`src/include/uihm_consts.svh`:
```
// Offsets, field positions, reset values and timing counts of the serial port core.
`ifndef UIHM_CONSTS_SVH
`define UIHM_CONSTS_SVH

// ----------------------------------------------------------------
// Register byte offsets
// ----------------------------------------------------------------
`define UIHM_OFF_DATA     6'h00
`define UIHM_OFF_STATUS   6'h04
`define UIHM_OFF_CTRL     6'h08
`define UIHM_OFF_LINE     6'h0C
`define UIHM_OFF_DIVISOR  6'h10
`define UIHM_OFF_IRQ      6'h14
`define UIHM_OFF_MCTL     6'h18
`define UIHM_OFF_MSTS     6'h1C
`define UIHM_OFF_FLINK    6'h20

// ----------------------------------------------------------------
// Field positions
// ----------------------------------------------------------------
`define UIHM_CTRL_EN      0
`define UIHM_CTRL_MSIE    3
`define UIHM_CTRL_RXIE    4
`define UIHM_CTRL_TXIE    5
`define UIHM_CTRL_RTIE    6
`define UIHM_CTRL_LBE     7
`define UIHM_LINE_PEN     1
`define UIHM_LINE_EPS     2
`define UIHM_LINE_STP2    3
`define UIHM_LINE_FEN     4

// ----------------------------------------------------------------
// Reset values, sizes and timing counts
// ----------------------------------------------------------------
`define UIHM_CTRL_RST     8'h00
`define UIHM_LINE_RST     8'h10
`define UIHM_DIV_RST      16'h000D
`define UIHM_FLINK_RST    8'h00
`define UIHM_DEPTH        5'h10
`define UIHM_HALF         5'h08
`define UIHM_RT_BITS      6'h20
`define UIHM_SUB_LAST     4'hF
`define UIHM_SUB_MID      4'h7
`define UIHM_SUB_MAN      4'hB
`define UIHM_RESP_OK      2'h0
`define UIHM_RESP_ERR     2'h2

`endif

```
`src/include/uihm_pkg.sv`:
```
// Types shared by the serial port core.
package uihm_pkg;

	// Frame sequencer states for both directions.
	typedef enum logic [2:0] {
		SEQ_IDLE  = 3'b000,
		SEQ_START = 3'b001,
		SEQ_DATA  = 3'b010,
		SEQ_PAR   = 3'b011,
		SEQ_STOP  = 3'b100
	} uihm_seq_t;

	// One receive buffer entry.
	typedef struct packed {
		logic       brk;
		logic       par;
		logic       frm;
		logic [7:0] data;
	} uihm_rxent_t;

	// Frame link control word, bit 7 down to bit 0.
	typedef struct packed {
		logic rxClockMode;
		logic txClockMode;
		logic clockMasterSelect;
		logic rxManchesterSelect;
		logic txManchesterSelect;
		logic syncSelect;
		logic frameRxEnable;
		logic frameTxEnable;
	} uihm_flink_t;

endpackage : uihm_pkg

```
`src/uihm_core.sv`:
```
// Serial port core with buffers, interrupts, modem lines and frame link line modes.
`timescale 1ns/1ps
module uihm_core
	import uihm_pkg::*;
(
	input  wire logic        sys_clk,
	input  wire logic        rst_b,
	input  wire logic [5:0]  awaddr,
	input  wire logic        awvalid,
	output logic             awready,
	input  wire logic [31:0] wdata,
	input  wire logic [3:0]  wstrb,
	input  wire logic        wvalid,
	output logic             wready,
	output logic [1:0]       bresp,
	output logic             bvalid,
	input  wire logic        bready,
	input  wire logic [5:0]  araddr,
	input  wire logic        arvalid,
	output logic             arready,
	output logic [31:0]      rdata,
	output logic [1:0]       rresp,
	output logic             rvalid,
	input  wire logic        rready,
	input  wire logic        serialRxIn,
	output logic             serialTxOut,
	input  wire logic        bitClkIn,
	output logic             bitClkOut,
	input  wire logic        clearToSendN,
	input  wire logic        carrierDetectN,
	input  wire logic        dataSetReadyN,
	input  wire logic        phoneBellDetect,
	output logic             requestToSendN,
	output logic             terminalReadyN,
	output logic             modemStatusIrq,
	output logic             rxFifoIrq,
	output logic             rxTimeoutIrq,
	output logic             txFifoIrq,
	output logic             combinedIrq
);
`include "uihm_consts.svh"

	// ----------------------------------------------------------------
	// Declarations
	// ----------------------------------------------------------------
	logic [5:0]  syncA_reg, syncB_reg, awAddr_reg;
	logic        extPrev_reg, awready_reg, wready_reg, bvalid_reg, arready_reg, rvalid_reg;
	logic [31:0] wData_reg, rdata_reg;
	logic [3:0]  wStrb_reg, freeSub_reg, txSub_reg, rxSub_reg;
	logic [1:0]  bresp_reg, rresp_reg;
	logic [7:0]  ctrl_reg, line_reg, flink_reg, txShift_reg, rxShift_reg;
	logic [15:0] div_reg, divCnt_reg;
	logic        request_to_send_n_reg, terminal_ready_n_reg, overrun_reg, msRaw_reg, txPar_reg, txStop_reg;
	logic [2:0]  msPrev_reg, txBit_reg, rxBit_reg;
	logic [7:0]  txMem [16];
	logic [10:0] rxMem [16];
	logic [3:0]  txWp_reg, txRp_reg, rxWp_reg, rxRp_reg;
	logic [4:0]  txCnt_reg, rxCnt_reg;
	logic [5:0]  rtCnt_reg;
	uihm_seq_t   txSt_reg, rxSt_reg;
	logic        rxPar_reg, rxPush_reg, serialTxOut_reg, bitClkOut_reg;
	uihm_rxent_t rxEnt_reg;
	logic [4:0]  irqOut_reg;
	uihm_flink_t fl;
	logic        wrDo, rdTake, rdPop, baud16, bitTick, extRise, extFall, portEn, fifoEn;
	logic        txPush, txPop, txSync, rxSync, txStep, rxTick, rxLine, txCur, lineNext;
	logic [4:0]  cap;
	logic [3:0]  irqRaw, irqMasked;
	logic [31:0] rdWord;

	// Address decode, shared by the read and the write path.
	function automatic logic mapped(input logic [5:0] a);
		mapped = (a[1:0] == 2'h0) && (a <= `UIHM_OFF_FLINK);
	endfunction : mapped

	assign fl     = uihm_flink_t'(flink_reg);
	assign portEn = ctrl_reg[`UIHM_CTRL_EN];
	assign fifoEn = line_reg[`UIHM_LINE_FEN];
	assign cap    = fifoEn ? `UIHM_DEPTH : 5'h01; // Depth one fakes a holding register.
	assign txSync = fl.syncSelect && fl.frameTxEnable;
	assign rxSync = fl.syncSelect && fl.frameRxEnable;

	// ----------------------------------------------------------------
	// Pin synchronisers and clock enables
	// ----------------------------------------------------------------
	// Two flops per pin: {bit clock, ring, ready, carrier, send, data}.
	always_ff @(posedge sys_clk or negedge rst_b) begin
		if (!rst_b) begin
			syncA_reg   <= 6'h1F;
			syncB_reg   <= 6'h1F;
			extPrev_reg <= 1'b0; // Bit clock rests low, so reset makes no false edge.
		end else begin
			syncA_reg   <= {bitClkIn, phoneBellDetect, dataSetReadyN, carrierDetectN,
				clearToSendN, serialRxIn};
			syncB_reg   <= syncA_reg;
			extPrev_reg <= syncB_reg[5];
		end
	end
	assign extRise = syncB_reg[5] && !extPrev_reg;
	assign extFall = !syncB_reg[5] && extPrev_reg;

	// Divisor down counter gives the sixteen-per-bit enable.
	always_ff @(posedge sys_clk or negedge rst_b) begin
		if (!rst_b) begin
			divCnt_reg  <= 16'h0000;
			freeSub_reg <= 4'h0;
		end else begin
			divCnt_reg <= baud16 ? div_reg : divCnt_reg - 16'h0001;
			if (baud16) begin
				freeSub_reg <= freeSub_reg + 4'h1;
			end
		end
	end
	assign baud16  = (divCnt_reg == 16'h0000);
	assign bitTick = baud16 && (freeSub_reg == `UIHM_SUB_LAST);

	// ----------------------------------------------------------------
	// Register bus slave
	// ----------------------------------------------------------------
	assign wrDo   = !awready_reg && !wready_reg && !bvalid_reg;
	assign rdTake = arvalid && arready_reg;
	assign rdPop  = rdTake && (araddr == `UIHM_OFF_DATA) && (rxCnt_reg != 5'h00);
	assign txPush = wrDo && wStrb_reg[0] && (awAddr_reg == `UIHM_OFF_DATA) && (txCnt_reg < cap);

	// Address and data are caught in either order; the answer follows both.
	always_ff @(posedge sys_clk or negedge rst_b) begin
		if (!rst_b) begin
			awready_reg <= 1'b1;
			wready_reg  <= 1'b1;
			bvalid_reg  <= 1'b0;
			bresp_reg   <= `UIHM_RESP_OK;
			awAddr_reg  <= 6'h00;
			wData_reg   <= 32'h00000000;
			wStrb_reg   <= 4'h0;
		end else begin
			if (awvalid && awready_reg) begin
				awready_reg <= 1'b0;
				awAddr_reg  <= awaddr;
			end
			if (wvalid && wready_reg) begin
				wready_reg <= 1'b0;
				wData_reg  <= wdata;
				wStrb_reg  <= wstrb;
			end
			if (wrDo) begin
				bvalid_reg <= 1'b1;
				bresp_reg  <= mapped(awAddr_reg) ? `UIHM_RESP_OK : `UIHM_RESP_ERR;
			end else if (bvalid_reg && bready) begin
				bvalid_reg  <= 1'b0;
				awready_reg <= 1'b1;
				wready_reg  <= 1'b1;
			end
		end
	end

	// Read mux; reserved bits read as zero.
	always_comb begin
		rdWord = 32'h00000000;
		case (araddr)
			`UIHM_OFF_DATA:    rdWord[10:0] = rxMem[rxRp_reg];
			`UIHM_OFF_STATUS:  rdWord[13:0] = {txCnt_reg, rxCnt_reg,
				(txSt_reg != SEQ_IDLE) || (txCnt_reg != 5'h00), overrun_reg,
				txCnt_reg >= cap, rxCnt_reg == 5'h00};
			`UIHM_OFF_CTRL:    rdWord[7:0]  = ctrl_reg;
			`UIHM_OFF_LINE:    rdWord[7:0]  = line_reg;
			`UIHM_OFF_DIVISOR: rdWord[15:0] = div_reg;
			`UIHM_OFF_IRQ:     rdWord[3:0]  = irqRaw;
			`UIHM_OFF_MCTL:    rdWord[1:0]  = {!terminal_ready_n_reg, !request_to_send_n_reg};
			`UIHM_OFF_MSTS:    rdWord[3:0]  = syncB_reg[4:1];
			`UIHM_OFF_FLINK:   rdWord[7:0]  = flink_reg;
			default:           rdWord       = 32'h00000000;
		endcase
	end

	// Read channel; a read of the data word pops the receive buffer.
	always_ff @(posedge sys_clk or negedge rst_b) begin
		if (!rst_b) begin
			arready_reg <= 1'b1;
			rvalid_reg  <= 1'b0;
			rdata_reg   <= 32'h00000000;
			rresp_reg   <= `UIHM_RESP_OK;
		end else if (rdTake) begin
			arready_reg <= 1'b0;
			rvalid_reg  <= 1'b1;
			rdata_reg   <= rdWord;
			rresp_reg   <= mapped(araddr) ? `UIHM_RESP_OK : `UIHM_RESP_ERR;
		end else if (rvalid_reg && rready) begin
			rvalid_reg  <= 1'b0;
			arready_reg <= 1'b1;
		end
	end

	// Configuration registers; only the low two byte lanes carry fields.
	always_ff @(posedge sys_clk or negedge rst_b) begin
		if (!rst_b) begin
			ctrl_reg  <= `UIHM_CTRL_RST;
			line_reg  <= `UIHM_LINE_RST;
			div_reg   <= `UIHM_DIV_RST;
			flink_reg <= `UIHM_FLINK_RST;
			request_to_send_n_reg  <= 1'b1;
			terminal_ready_n_reg  <= 1'b1;
		end else if (wrDo && wStrb_reg[0]) begin
			case (awAddr_reg)
				`UIHM_OFF_CTRL:    ctrl_reg      <= wData_reg[7:0];
				`UIHM_OFF_LINE:    line_reg      <= wData_reg[7:0];
				`UIHM_OFF_DIVISOR: div_reg[7:0]  <= wData_reg[7:0];
				`UIHM_OFF_FLINK:   flink_reg     <= wData_reg[7:0];
				`UIHM_OFF_MCTL: begin
					request_to_send_n_reg <= !wData_reg[0];
					terminal_ready_n_reg <= !wData_reg[1];
				end
				default: ;
			endcase
			if (wStrb_reg[1] && awAddr_reg == `UIHM_OFF_DIVISOR) begin
				div_reg[15:8] <= wData_reg[15:8];
			end
		end else if (wrDo && wStrb_reg[1] && awAddr_reg == `UIHM_OFF_DIVISOR) begin
			div_reg[15:8] <= wData_reg[15:8];
		end
	end

	// ----------------------------------------------------------------
	// Buffers
	// ----------------------------------------------------------------
	// Transmit buffer; writes beyond the current capacity are dropped.
	always_ff @(posedge sys_clk or negedge rst_b) begin
		if (!rst_b) begin
			txWp_reg  <= 4'h0;
			txRp_reg  <= 4'h0;
			txCnt_reg <= 5'h00;
		end else begin
			if (txPush) begin
				txWp_reg <= txWp_reg + 4'h1;
			end
			if (txPop) begin
				txRp_reg <= txRp_reg + 4'h1;
			end
			txCnt_reg <= txCnt_reg + {4'h0, txPush} - {4'h0, txPop};
		end
	end

	// Storage arrays have no reset, so reset can never act as a write enable.
	always_ff @(posedge sys_clk) begin
		if (txPush) begin
			txMem[txWp_reg] <= wData_reg[7:0];
		end
		if (rxPush_reg && rxCnt_reg < cap) begin
			rxMem[rxWp_reg] <= rxEnt_reg;
		end
	end

	// Receive buffer; a full buffer drops the new character and flags overrun.
	always_ff @(posedge sys_clk or negedge rst_b) begin
		if (!rst_b) begin
			rxWp_reg    <= 4'h0;
			rxRp_reg    <= 4'h0;
			rxCnt_reg   <= 5'h00;
			overrun_reg <= 1'b0;
		end else begin
			if (rxPush_reg && rxCnt_reg < cap) begin
				rxWp_reg <= rxWp_reg + 4'h1;
			end
			if (rdPop) begin
				rxRp_reg <= rxRp_reg + 4'h1;
			end
			rxCnt_reg <= rxCnt_reg + {4'h0, rxPush_reg && rxCnt_reg < cap} - {4'h0, rdPop};
			// Set beats a clear in the same cycle.
			if (rxPush_reg && rxCnt_reg >= cap) begin
				overrun_reg <= 1'b1;
			end else if (wrDo && awAddr_reg == `UIHM_OFF_STATUS) begin
				overrun_reg <= 1'b0;
			end
		end
	end

	// ----------------------------------------------------------------
	// Transmitter
	// ----------------------------------------------------------------
	// An external transmit clock moves data on its falling edge, ahead of the rise.
	assign txStep = (txSync && fl.txClockMode && !fl.clockMasterSelect) ? extFall
		: (baud16 && txSub_reg == `UIHM_SUB_LAST);
	assign txPop  = (txSt_reg == SEQ_IDLE) && portEn && (txCnt_reg != 5'h00);

	always_comb begin
		case (txSt_reg)
			SEQ_START: txCur = 1'b0;
			SEQ_DATA:  txCur = txShift_reg[0];
			SEQ_PAR:   txCur = txPar_reg;
			default:   txCur = 1'b1;
		endcase
		lineNext = txCur;
		if (txSync && fl.txManchesterSelect && txSt_reg != SEQ_IDLE) begin
			lineNext = txSub_reg[3] ? txCur : !txCur;
		end
	end

	// Character sequencer, with framing skipped in synchronous mode.
	always_ff @(posedge sys_clk or negedge rst_b) begin
		if (!rst_b) begin
			txSt_reg    <= SEQ_IDLE;
			txShift_reg <= 8'h00;
			txBit_reg   <= 3'h0;
			txSub_reg   <= 4'h0;
			txPar_reg   <= 1'b0;
			txStop_reg  <= 1'b0;
		end else if (txPop) begin
			txShift_reg <= txMem[txRp_reg];
			txPar_reg   <= line_reg[`UIHM_LINE_EPS] ? ^txMem[txRp_reg] : ~^txMem[txRp_reg];
			txSt_reg    <= txSync ? SEQ_DATA : SEQ_START;
			txBit_reg   <= 3'h0;
			txSub_reg   <= 4'h0;
			txStop_reg  <= 1'b0;
		end else if (txSt_reg != SEQ_IDLE) begin
			if (baud16) begin
				txSub_reg <= txSub_reg + 4'h1;
			end
			if (txStep) begin
				txSub_reg <= 4'h0;
				case (txSt_reg)
					SEQ_START: txSt_reg <= SEQ_DATA;
					SEQ_DATA: begin
						txShift_reg <= {1'b0, txShift_reg[7:1]};
						txBit_reg   <= txBit_reg + 3'h1;
						if (txBit_reg == 3'h7) begin
							txSt_reg <= txSync ? SEQ_IDLE
								: (line_reg[`UIHM_LINE_PEN] ? SEQ_PAR : SEQ_STOP);
						end
					end
					SEQ_PAR: txSt_reg <= SEQ_STOP;
					SEQ_STOP: begin
						txStop_reg <= 1'b1;
						if (!line_reg[`UIHM_LINE_STP2] || txStop_reg) begin
							txSt_reg <= SEQ_IDLE;
						end
					end
					default: txSt_reg <= SEQ_IDLE;
				endcase
			end
		end
	end

	// Line and internal bit clock; the clock rises mid-bit, data is settled by then.
	always_ff @(posedge sys_clk or negedge rst_b) begin
		if (!rst_b) begin
			serialTxOut_reg <= 1'b1;
			bitClkOut_reg   <= 1'b0;
		end else begin
			serialTxOut_reg <= lineNext;
			bitClkOut_reg   <= txSync && fl.txClockMode && fl.clockMasterSelect
				&& txSt_reg != SEQ_IDLE && txSub_reg[3];
		end
	end

	// ----------------------------------------------------------------
	// Receiver
	// ----------------------------------------------------------------
	assign rxLine = ctrl_reg[`UIHM_CTRL_LBE] ? serialTxOut_reg : syncB_reg[0];
	// Synchronous sample point: external rise, own clock rise, or the free counter at mid-bit (sub 11 when Manchester).
	assign rxTick = (fl.rxClockMode && !fl.clockMasterSelect) ? extRise
		: (fl.rxClockMode && fl.clockMasterSelect) ?
			(baud16 && txSub_reg == `UIHM_SUB_MID && txSt_reg != SEQ_IDLE)
		: (baud16 && freeSub_reg == (fl.rxManchesterSelect ? `UIHM_SUB_MAN
			: `UIHM_SUB_MID));

	// Receive sequencer; start bit checked mid-bit, then one sample per bit.
	always_ff @(posedge sys_clk or negedge rst_b) begin
		if (!rst_b) begin
			rxSt_reg    <= SEQ_IDLE;
			rxShift_reg <= 8'h00;
			rxBit_reg   <= 3'h0;
			rxSub_reg   <= 4'h0;
			rxPar_reg   <= 1'b0;
			rxPush_reg  <= 1'b0;
			rxEnt_reg   <= '0;
		end else begin
			rxPush_reg <= 1'b0;
			if (!portEn) begin
				rxSt_reg <= SEQ_IDLE;
			end else if (rxSync) begin
				if (rxTick) begin
					rxShift_reg <= {rxLine, rxShift_reg[7:1]};
					rxBit_reg   <= rxBit_reg + 3'h1;
					if (rxBit_reg == 3'h7) begin
						rxPush_reg <= 1'b1;
						rxEnt_reg  <= {3'h0, rxLine, rxShift_reg[7:1]};
					end
				end
			end else if (rxSt_reg == SEQ_IDLE) begin
				rxSub_reg <= 4'h0;
				rxBit_reg <= 3'h0;
				if (!rxLine) begin
					rxSt_reg <= SEQ_START;
				end
			end else if (baud16) begin
				rxSub_reg <= rxSub_reg + 4'h1;
				case (rxSt_reg)
					SEQ_START: if (rxSub_reg == `UIHM_SUB_MID) begin
						rxSub_reg <= 4'h0;
						rxSt_reg  <= rxLine ? SEQ_IDLE : SEQ_DATA;
					end
					SEQ_DATA: if (rxSub_reg == `UIHM_SUB_LAST) begin
						rxShift_reg <= {rxLine, rxShift_reg[7:1]};
						rxBit_reg   <= rxBit_reg + 3'h1;
						rxPar_reg   <= 1'b0;
						if (rxBit_reg == 3'h7) begin
							rxSt_reg <= line_reg[`UIHM_LINE_PEN] ? SEQ_PAR : SEQ_STOP;
						end
					end
					SEQ_PAR: if (rxSub_reg == `UIHM_SUB_LAST) begin
						rxPar_reg <= rxLine;
						rxSt_reg  <= SEQ_STOP;
					end
					SEQ_STOP: if (rxSub_reg == `UIHM_SUB_LAST) begin
						rxPush_reg    <= 1'b1;
						rxEnt_reg.data <= rxShift_reg;
						rxEnt_reg.frm <= !rxLine;
						rxEnt_reg.par <= line_reg[`UIHM_LINE_PEN] && (rxPar_reg !=
							(line_reg[`UIHM_LINE_EPS] ? ^rxShift_reg : ~^rxShift_reg));
						rxEnt_reg.brk <= !rxLine && !rxPar_reg && rxShift_reg == 8'h00;
						rxSt_reg      <= SEQ_IDLE;
					end
					default: rxSt_reg <= SEQ_IDLE;
				endcase
			end
		end
	end

	// ----------------------------------------------------------------
	// Interrupt sources
	// ----------------------------------------------------------------
	// Idle bit counter restarts on each arrival and stops once it reaches the limit.
	always_ff @(posedge sys_clk or negedge rst_b) begin
		if (!rst_b) begin
			rtCnt_reg <= 6'h00;
		end else if (rxCnt_reg == 5'h00 || rxPush_reg) begin
			rtCnt_reg <= 6'h00;
		end else if (bitTick && rtCnt_reg != `UIHM_RT_BITS) begin
			rtCnt_reg <= rtCnt_reg + 6'h01;
		end
	end

	// Modem change flag; a change in the clearing cycle still wins.
	always_ff @(posedge sys_clk or negedge rst_b) begin
		if (!rst_b) begin
			msPrev_reg <= 3'h7;
			msRaw_reg  <= 1'b0;
		end else begin
			msPrev_reg <= syncB_reg[3:1];
			if (msPrev_reg != syncB_reg[3:1]) begin
				msRaw_reg <= 1'b1;
			end else if (wrDo && awAddr_reg == `UIHM_OFF_IRQ) begin
				msRaw_reg <= 1'b0;
			end
		end
	end

	// Raw order is {timeout, transmit, receive, modem}; transmit ignores port enable.
	assign irqRaw[0] = msRaw_reg;
	assign irqRaw[1] = fifoEn ? (rxCnt_reg >= `UIHM_HALF) : (rxCnt_reg != 5'h00);
	assign irqRaw[2] = fifoEn ? (txCnt_reg <= `UIHM_HALF) : (txCnt_reg == 5'h00);
	assign irqRaw[3] = (rtCnt_reg == `UIHM_RT_BITS) && (rxCnt_reg != 5'h00);
	assign irqMasked = irqRaw & {ctrl_reg[`UIHM_CTRL_RTIE], ctrl_reg[`UIHM_CTRL_TXIE],
		ctrl_reg[`UIHM_CTRL_RXIE], ctrl_reg[`UIHM_CTRL_MSIE]};

	// Registered interrupt outputs.
	always_ff @(posedge sys_clk or negedge rst_b) begin
		if (!rst_b) begin
			irqOut_reg <= 5'h00;
		end else begin
			irqOut_reg <= {|irqMasked, irqMasked};
		end
	end

	// ----------------------------------------------------------------
	// Outputs
	// ----------------------------------------------------------------
	assign awready        = awready_reg;
	assign wready         = wready_reg;
	assign bvalid         = bvalid_reg;
	assign bresp          = bresp_reg;
	assign arready        = arready_reg;
	assign rvalid         = rvalid_reg;
	assign rdata          = rdata_reg;
	assign rresp          = rresp_reg;
	assign serialTxOut    = serialTxOut_reg;
	assign bitClkOut      = bitClkOut_reg;
	assign requestToSendN = request_to_send_n_reg;
	assign terminalReadyN = terminal_ready_n_reg;
	assign modemStatusIrq = irqOut_reg[0];
	assign rxFifoIrq      = irqOut_reg[1];
	assign txFifoIrq      = irqOut_reg[2];
	assign rxTimeoutIrq   = irqOut_reg[3];
	assign combinedIrq    = irqOut_reg[4];

endmodule : uihm_core

```
`config.mk`:
```
export PLATFORM = sky130hd
export DESIGN_NAME = uihm_core
export DESIGN_NICKNAME = d
export VERILOG_FILES = /design/src/include/uihm_pkg.sv /design/src/uihm_core.sv
export VERILOG_INCLUDE_DIRS = /design/src /design/src/include
export SDC_FILE = /design/constraint.sdc
export NUM_CORES = 1
export LEC_CHECK = 0
export BUFFER_PORTS_ARGS = -buffer_cell sky130_fd_sc_hd__buf_2
export CORE_MARGIN = 2
export CORE_UTILIZATION = 44
export CTS_CLUSTER_SIZE = 12
export DETAILED_ROUTE_END_ITERATION = 8
export GPL_ROUTABILITY_DRIVEN = 0
export PLACE_DENSITY_LB_ADDON = 0.08
export SKIP_CTS_REPAIR_TIMING = 1
export SLEW_MARGIN = 20
export SYNTH_ARGS = -nofsm -noshare
export SYNTH_HDL_FRONTEND = slang
export SYNTH_SLANG_ARGS = --single-unit
```
`constraint.sdc`:
```
create_clock -name sys_clk -period 3.2 [get_ports sys_clk]
set_input_delay 0.64 -clock sys_clk [delete_from_list [all_inputs] [get_ports sys_clk]]
set_output_delay 0.64 -clock sys_clk [all_outputs]
set_load 0.05 [all_outputs]
```
Yosys cells after proc, flatten, opt, wreduce, memory -nomap -nowiden:

Memories as Yosys holds them, arrays and structs flattened.
Cells that the tools add are included.

* logic and storage cells: 366
* output and inout bits: 50
* input bits: 61
* register bits after elaboration: 219
* memories kept: 2
* RAM bits: 304

* add/sub/neg operators: 15
* bitwise operators: 3
* multiplexer cells: 118
* eq/ne operators: 51
* reduce and logical (&&, ||, !) cells: 117
* order comparisons: 8

Memory list
* rxMem: depth 16, bits a word 11, rd ports 1, clocked after Yosys merged registers in 0, write ports 1, line uihm_core.sv:56 `logic [10:0] rxMem [16];`
* txMem: depth 16, bits a word 8, rd ports 1, clocked after Yosys merged registers in 0, write ports 1, line uihm_core.sv:55 `logic [7:0] txMem [16];`

Operators with widths (count)
* two-way mux 8 bit: 13
* two-way mux 3 bit: 27
* two-way mux 11 bit: 7
* logical AND 1 bit: 46
* two-way mux 1 bit: 44
* == test 6 x 5 -> 1 bit, second input constant: 7
* two-way mux 4 bit: 9
* nonzero test 2 bit: 16
* adder 4 x 1 -> 4 bit, second input constant: 7
* == test 6 x 4 -> 1 bit, second input constant: 4
* case mux 3 bit (4 select lines): 2
* case mux 4 bit (6 select lines): 1
* inequality test 4 bit, second input constant: 5
* == test 6 bit, second input constant: 3
* case mux 2 bit (9 select lines): 1
* logical NOT 16 bit: 1
* two-way mux 16 bit: 1
* case mux 2 bit (8 select lines): 1
* XNOR reduction 8 bit: 2
* parity 8 bit: 2
* subtractor 16 x 1 -> 16 bit, second input constant: 1
* nonzero test 3 bit: 5
* logical NOT 1 bit: 14
* AND reduction 2 bit: 7
* 46 further kinds: 86

Longest topological paths before layout:

* depth in word-level cells: 9
* mapped depth: 18
* gate-level depth less buffers: 17

Least setup slack after synthesis:

Ideal clock, no wire load.

* path type: input -> register
* start: in araddr[3]
* end: reg rxCnt_reg[4]
* data required time: 3.075 ns
* stages: 14
* data arrival time: 3.069 ns
* buffers on the path: 2
* slack: 0.006 ns
* library setup time: 0.125 ns
* cells stage by stage: clkbuf_1 or2_2 clkbuf_1 nor4_2 ha_1 inv_1 ha_1 inv_1 fa_1 nor2_1 nor2_1 nor2_1 nor2_1 xor2_1

* word-level cells in the longest chain between the ends: 4

RTL lines
* start: declaration: line uihm_core.sv:18 `input wire logic [5:0] araddr,`
* logical NOT 6 bit
* logical AND 1 bit (2 in series): line uihm_core.sv:122 `` assign rdPop = rdTake && (araddr == `UIHM_OFF_DATA) && (rxCnt_reg != 5'h00); ``
* via rdPop: line uihm_core.sv:65 `logic wrDo, rdTake, rdPop, baud16, bitTick, extRise, extFall, portEn, fifoEn;`
* subtractor 5 x 1 -> 5 bit: line uihm_core.sv:266 `rxCnt_reg <= rxCnt_reg + {4'h0, rxPush_reg && rxCnt_reg < cap} - {4'h0, rdPop};`
* end signal: assignment: line uihm_core.sv:266
* end: declaration: line uihm_core.sv:58 `logic [4:0] txCnt_reg, rxCnt_reg;`

The timed path passes the listed nets, and every way through them passes these cells.
A chain may end at the register's enable or synchronous reset.

Final worst setup path:

* start: reg bvalid_reg (netlist: bvalid)
* end: reg txCnt_reg[4]

* word-level cells in the longest chain between the ends: 7

RTL lines
* start: declaration: line uihm_core.sv:47 `logic extPrev_reg, awready_reg, wready_reg, bvalid_reg, arready_reg, rvalid_reg;`
* start signal: assignment: line uihm_core.sv:130 `bvalid_reg <= 1'b0;`
* start signal: assignment: line uihm_core.sv:146 `bvalid_reg <= 1'b1;`
* start signal: assignment: line uihm_core.sv:149 `bvalid_reg <= 1'b0;`
* logical NOT 1 bit: line uihm_core.sv:120 `assign wrDo = !awready_reg && !wready_reg && !bvalid_reg;`
* logical AND 1 bit: line uihm_core.sv:120
* logical AND 1 bit (3 in series): line uihm_core.sv:123 `` assign txPush = wrDo && wStrb_reg[0] && (awAddr_reg == `UIHM_OFF_DATA) && (txCnt_reg < cap); ``
* adder 5 x 1 -> 5 bit: line uihm_core.sv:238 `txCnt_reg <= txCnt_reg + {4'h0, txPush} - {4'h0, txPop};`
* subtractor 5 x 1 -> 5 bit: line uihm_core.sv:238
* end signal: assignment: line uihm_core.sv:238
* end: declaration: line uihm_core.sv:58

No other way between the ends.

==> impl_metrics.yaml <==
grt:
  grt_pass1_wl_mm: 79.0
  grt_max_degree: 86
  gr-total-overflow: 0
  antenna_found_initial: 0
  track_usage: 0.200
  grt_pass1_vias: 12900
worst_setup_path:
  slowest_stage: "or3_1"
  cp_top_family: "simple AND/OR/NAND/NOR gates"
  path_max_fanout: 5
  worstPathCellList: "or3_1, nor3_1, buf_4, nand4_1, ha_1, inv_1, ha_1, fa_1, a21oi_1, nor2_1, nor2_1, xor2_1"
  critPathCaptureType: "register"
  critPathKind: "reg2reg"
  cp-start-kind: "register"
  crit_buf_inv: 2
  required_ps: 3730
  max_stage_delay_ps: 460
  arrival_ps: 3410
synthesis:
  ys_ff_latch: 521
  synth_warnings: 0
  netlist_area_mm2: 0.0224
  ys.flop_type: "edfxtp_1"
  synthCells: 1448
  ys_types: 72
  synth_edf_count: 304
  synth.yosys.seq_area_share: 0.653
  postSynthAreaPerCell_um2: 15.4
  ys_async_sr_fraction: 0.417
die:
  io_pins: 111
  rows: 82
  die-width_um: 229
  start_util: 0.446
  die_area_mm2: 0.0526
  die_h_um: 229
  design.core.area_mm2: 0.0502
layout:
  largest_register: "rxMem"
  syn_to_final_growth_pct: 15.3
  diodes: 0
  final_cell_area_mm2: 0.0258
  largestRegisters: "rxMem: 176 flops, txMem: 128 flops"
  drive_gt1_frac: 0.261
  largest_reg_flops: 176
  finalNonFillerCells: 2327
  nNetsFinal: 1720
detailed_routing:
  drt_wl_total_mm: 51.7
  drcViolationCount: 0
  wl_per_cell_um: 22.2
  via_per_inst: 5.39
  vias: 12500
  final_antenna_net_count: 0
  drt_first_pass_iters: 8
  drt_iter0_drc: 948
clock_network:
  cts_buffers: 55
  root_buffer: "clkbuf_16"
  h-tree-depth: 2
  clk_latency_ps: 610
  cts.sinks: 521
  clkTransAtPathRegs_ps: 60
  tritoncts: "yes"
  clockBufferDepth: 3
timing:
  tightest_slew_ps: 1020
  slew_headroom: 0.317
  fin_ws_ps: 315
  final.setup.tns_ps: 0
  finClkSkew_ps: 14.4
  timing.final.crit_share: 0.902
  setup_viol: 0
  fin_crit_ps: 2880
  drv_slew: 0
  hold_viol_final: 0
  max_freq_mhz: 347
  rsz0062_at_grt: "false"
pwr:
  power.density_mw_per_mm2: 759
  power_leakage_nw: 9.55
  peakVddDrop_v: 0.000475
run_status:
  status: "complete, no violations"
place:
  port_buffers: 74
  dp_hpwl_mm: 35.0
  place_area_mm2: 0.0240
  pre_cts_slack_ps: 46.4
  dp_cells: 2225
job:
  maxCapViolations: 0
min_path:
  hold_class: "in2async"
## where the power goes
part / switching (mW) / internal (mW)
sequential: 1.15 / 8.13
clock: 2.63 / 3.61
combinational: 2.16 / 1.88
total: 5.94 / 13.6
## layer usage
layer	vias to the layer above	wire [um]	global-route usage
met3	84	2750	0.0387
met4	0	1280	0.0595
met1	6388	22800	0.274
met5	-	0	0
li1	5787	-	-
met2	289	24800	0.324
## cells in the mapped netlist, drive strengths merged, types with 15 or more instances
cell type  count  area [um^2]
inv           60          225
dfrtp        194         4850
nand3         25          125
o21ai         63          319
edfxtp       304         9130
a21oi         25          125
xnor2         30          270
ha            47          588
a22oi         15          113
clkbuf        36          135
nor3          21          110
nand2        105          394
xor2          16          140
and2          17          106
mux2          82          923
mux4          93         2200
nand4         19          119
nor2          76          288
mux2i         16          160
buf           39          280
dfstp         23          604
## stage by stage
step / hold WS (ps) / power [mW] / util
6_report: 35.8 / 19.6 / 0.514
5_1_grt: 75.7 / 20.6 / 0.514
4_1_cts: 51.8 / 19.8 / 0.514
3_5_place_dp: 336 / 13.5 / 0.478
3_3_place_gp: 346 / 13.4 / 0.478
2_1_floorplan: 331 / 12.0 / -
## final timing paths
| path | startpoint | to | slack (ps) | cells past startpoint |
|---|---|---|---|---|
| setup / recovery | bvalid$_DFFE_PN0P_ | txCnt_reg[4]$_DFF_PN0_ | 320 | 12 |
| hold / removal | rst_b | wData_reg[14]$_DFFE_PN0P_ | 40 | 1 |
| setup reg to reg | bvalid$_DFFE_PN0P_ | txCnt_reg[4]$_DFF_PN0_ | 320 | 12 |
| hold reg to reg | syncA_reg[5]$_DFF_PN0_ | syncB_reg[5]$_DFF_PN0_ | 350 | 0 |
| max in group asynchronous | rst_b | syncA_reg[0]$_DFF_PN1_ | 2310 | 2 |
| min in group sys_clk | phoneBellDetect | syncA_reg[4]$_DFF_PN1_ | 130 | 1 |
## cells by family after synthesis
kind of cell | synth area share
flip-flops | 0.653
buffers and inverters | 0.0288
adder cells (fa/ha/maj) | 0.0281
AO/OA/AOI/OAI | 0.0461
other | 0.000168
AND/OR/NAND/NOR | 0.0761
multiplexers | 0.147
XOR/XNOR | 0.0214
## cells in the final DEF, fill, tap and decap left out, types with 17 or more instances in the layout
cell type / instances
conb_1: 18
a21oi_1: 25
xnor2_1: 29
nand2_1: 105
inv_1: 60
nand4_1: 19
o21ai_0: 59
mux2_2: 82
buf_2: 73
nand3_1: 25
edfxtp_1: 304
dfrtp_1: 192
mux4_2: 65
ha_1: 46
clkbuf_1: 19
buf_4: 83
nor2_1: 75
clkbuf_16: 55
dfstp_2: 23
mux4_1: 28
and2_1: 17
## area by class of cell
cell class	instances	area (um^2)
Clock buffer	82	1560
Clock inverter	20	219
Fill cell	4152	24400
Inverter	61	229
Multi-Input combinational cell	808	7220
Sequential cell	521	14600
Tap cell	672	841
Timing Repair Buffer	163	1120
Note: power is estimated with default switching activity, not from simulation.
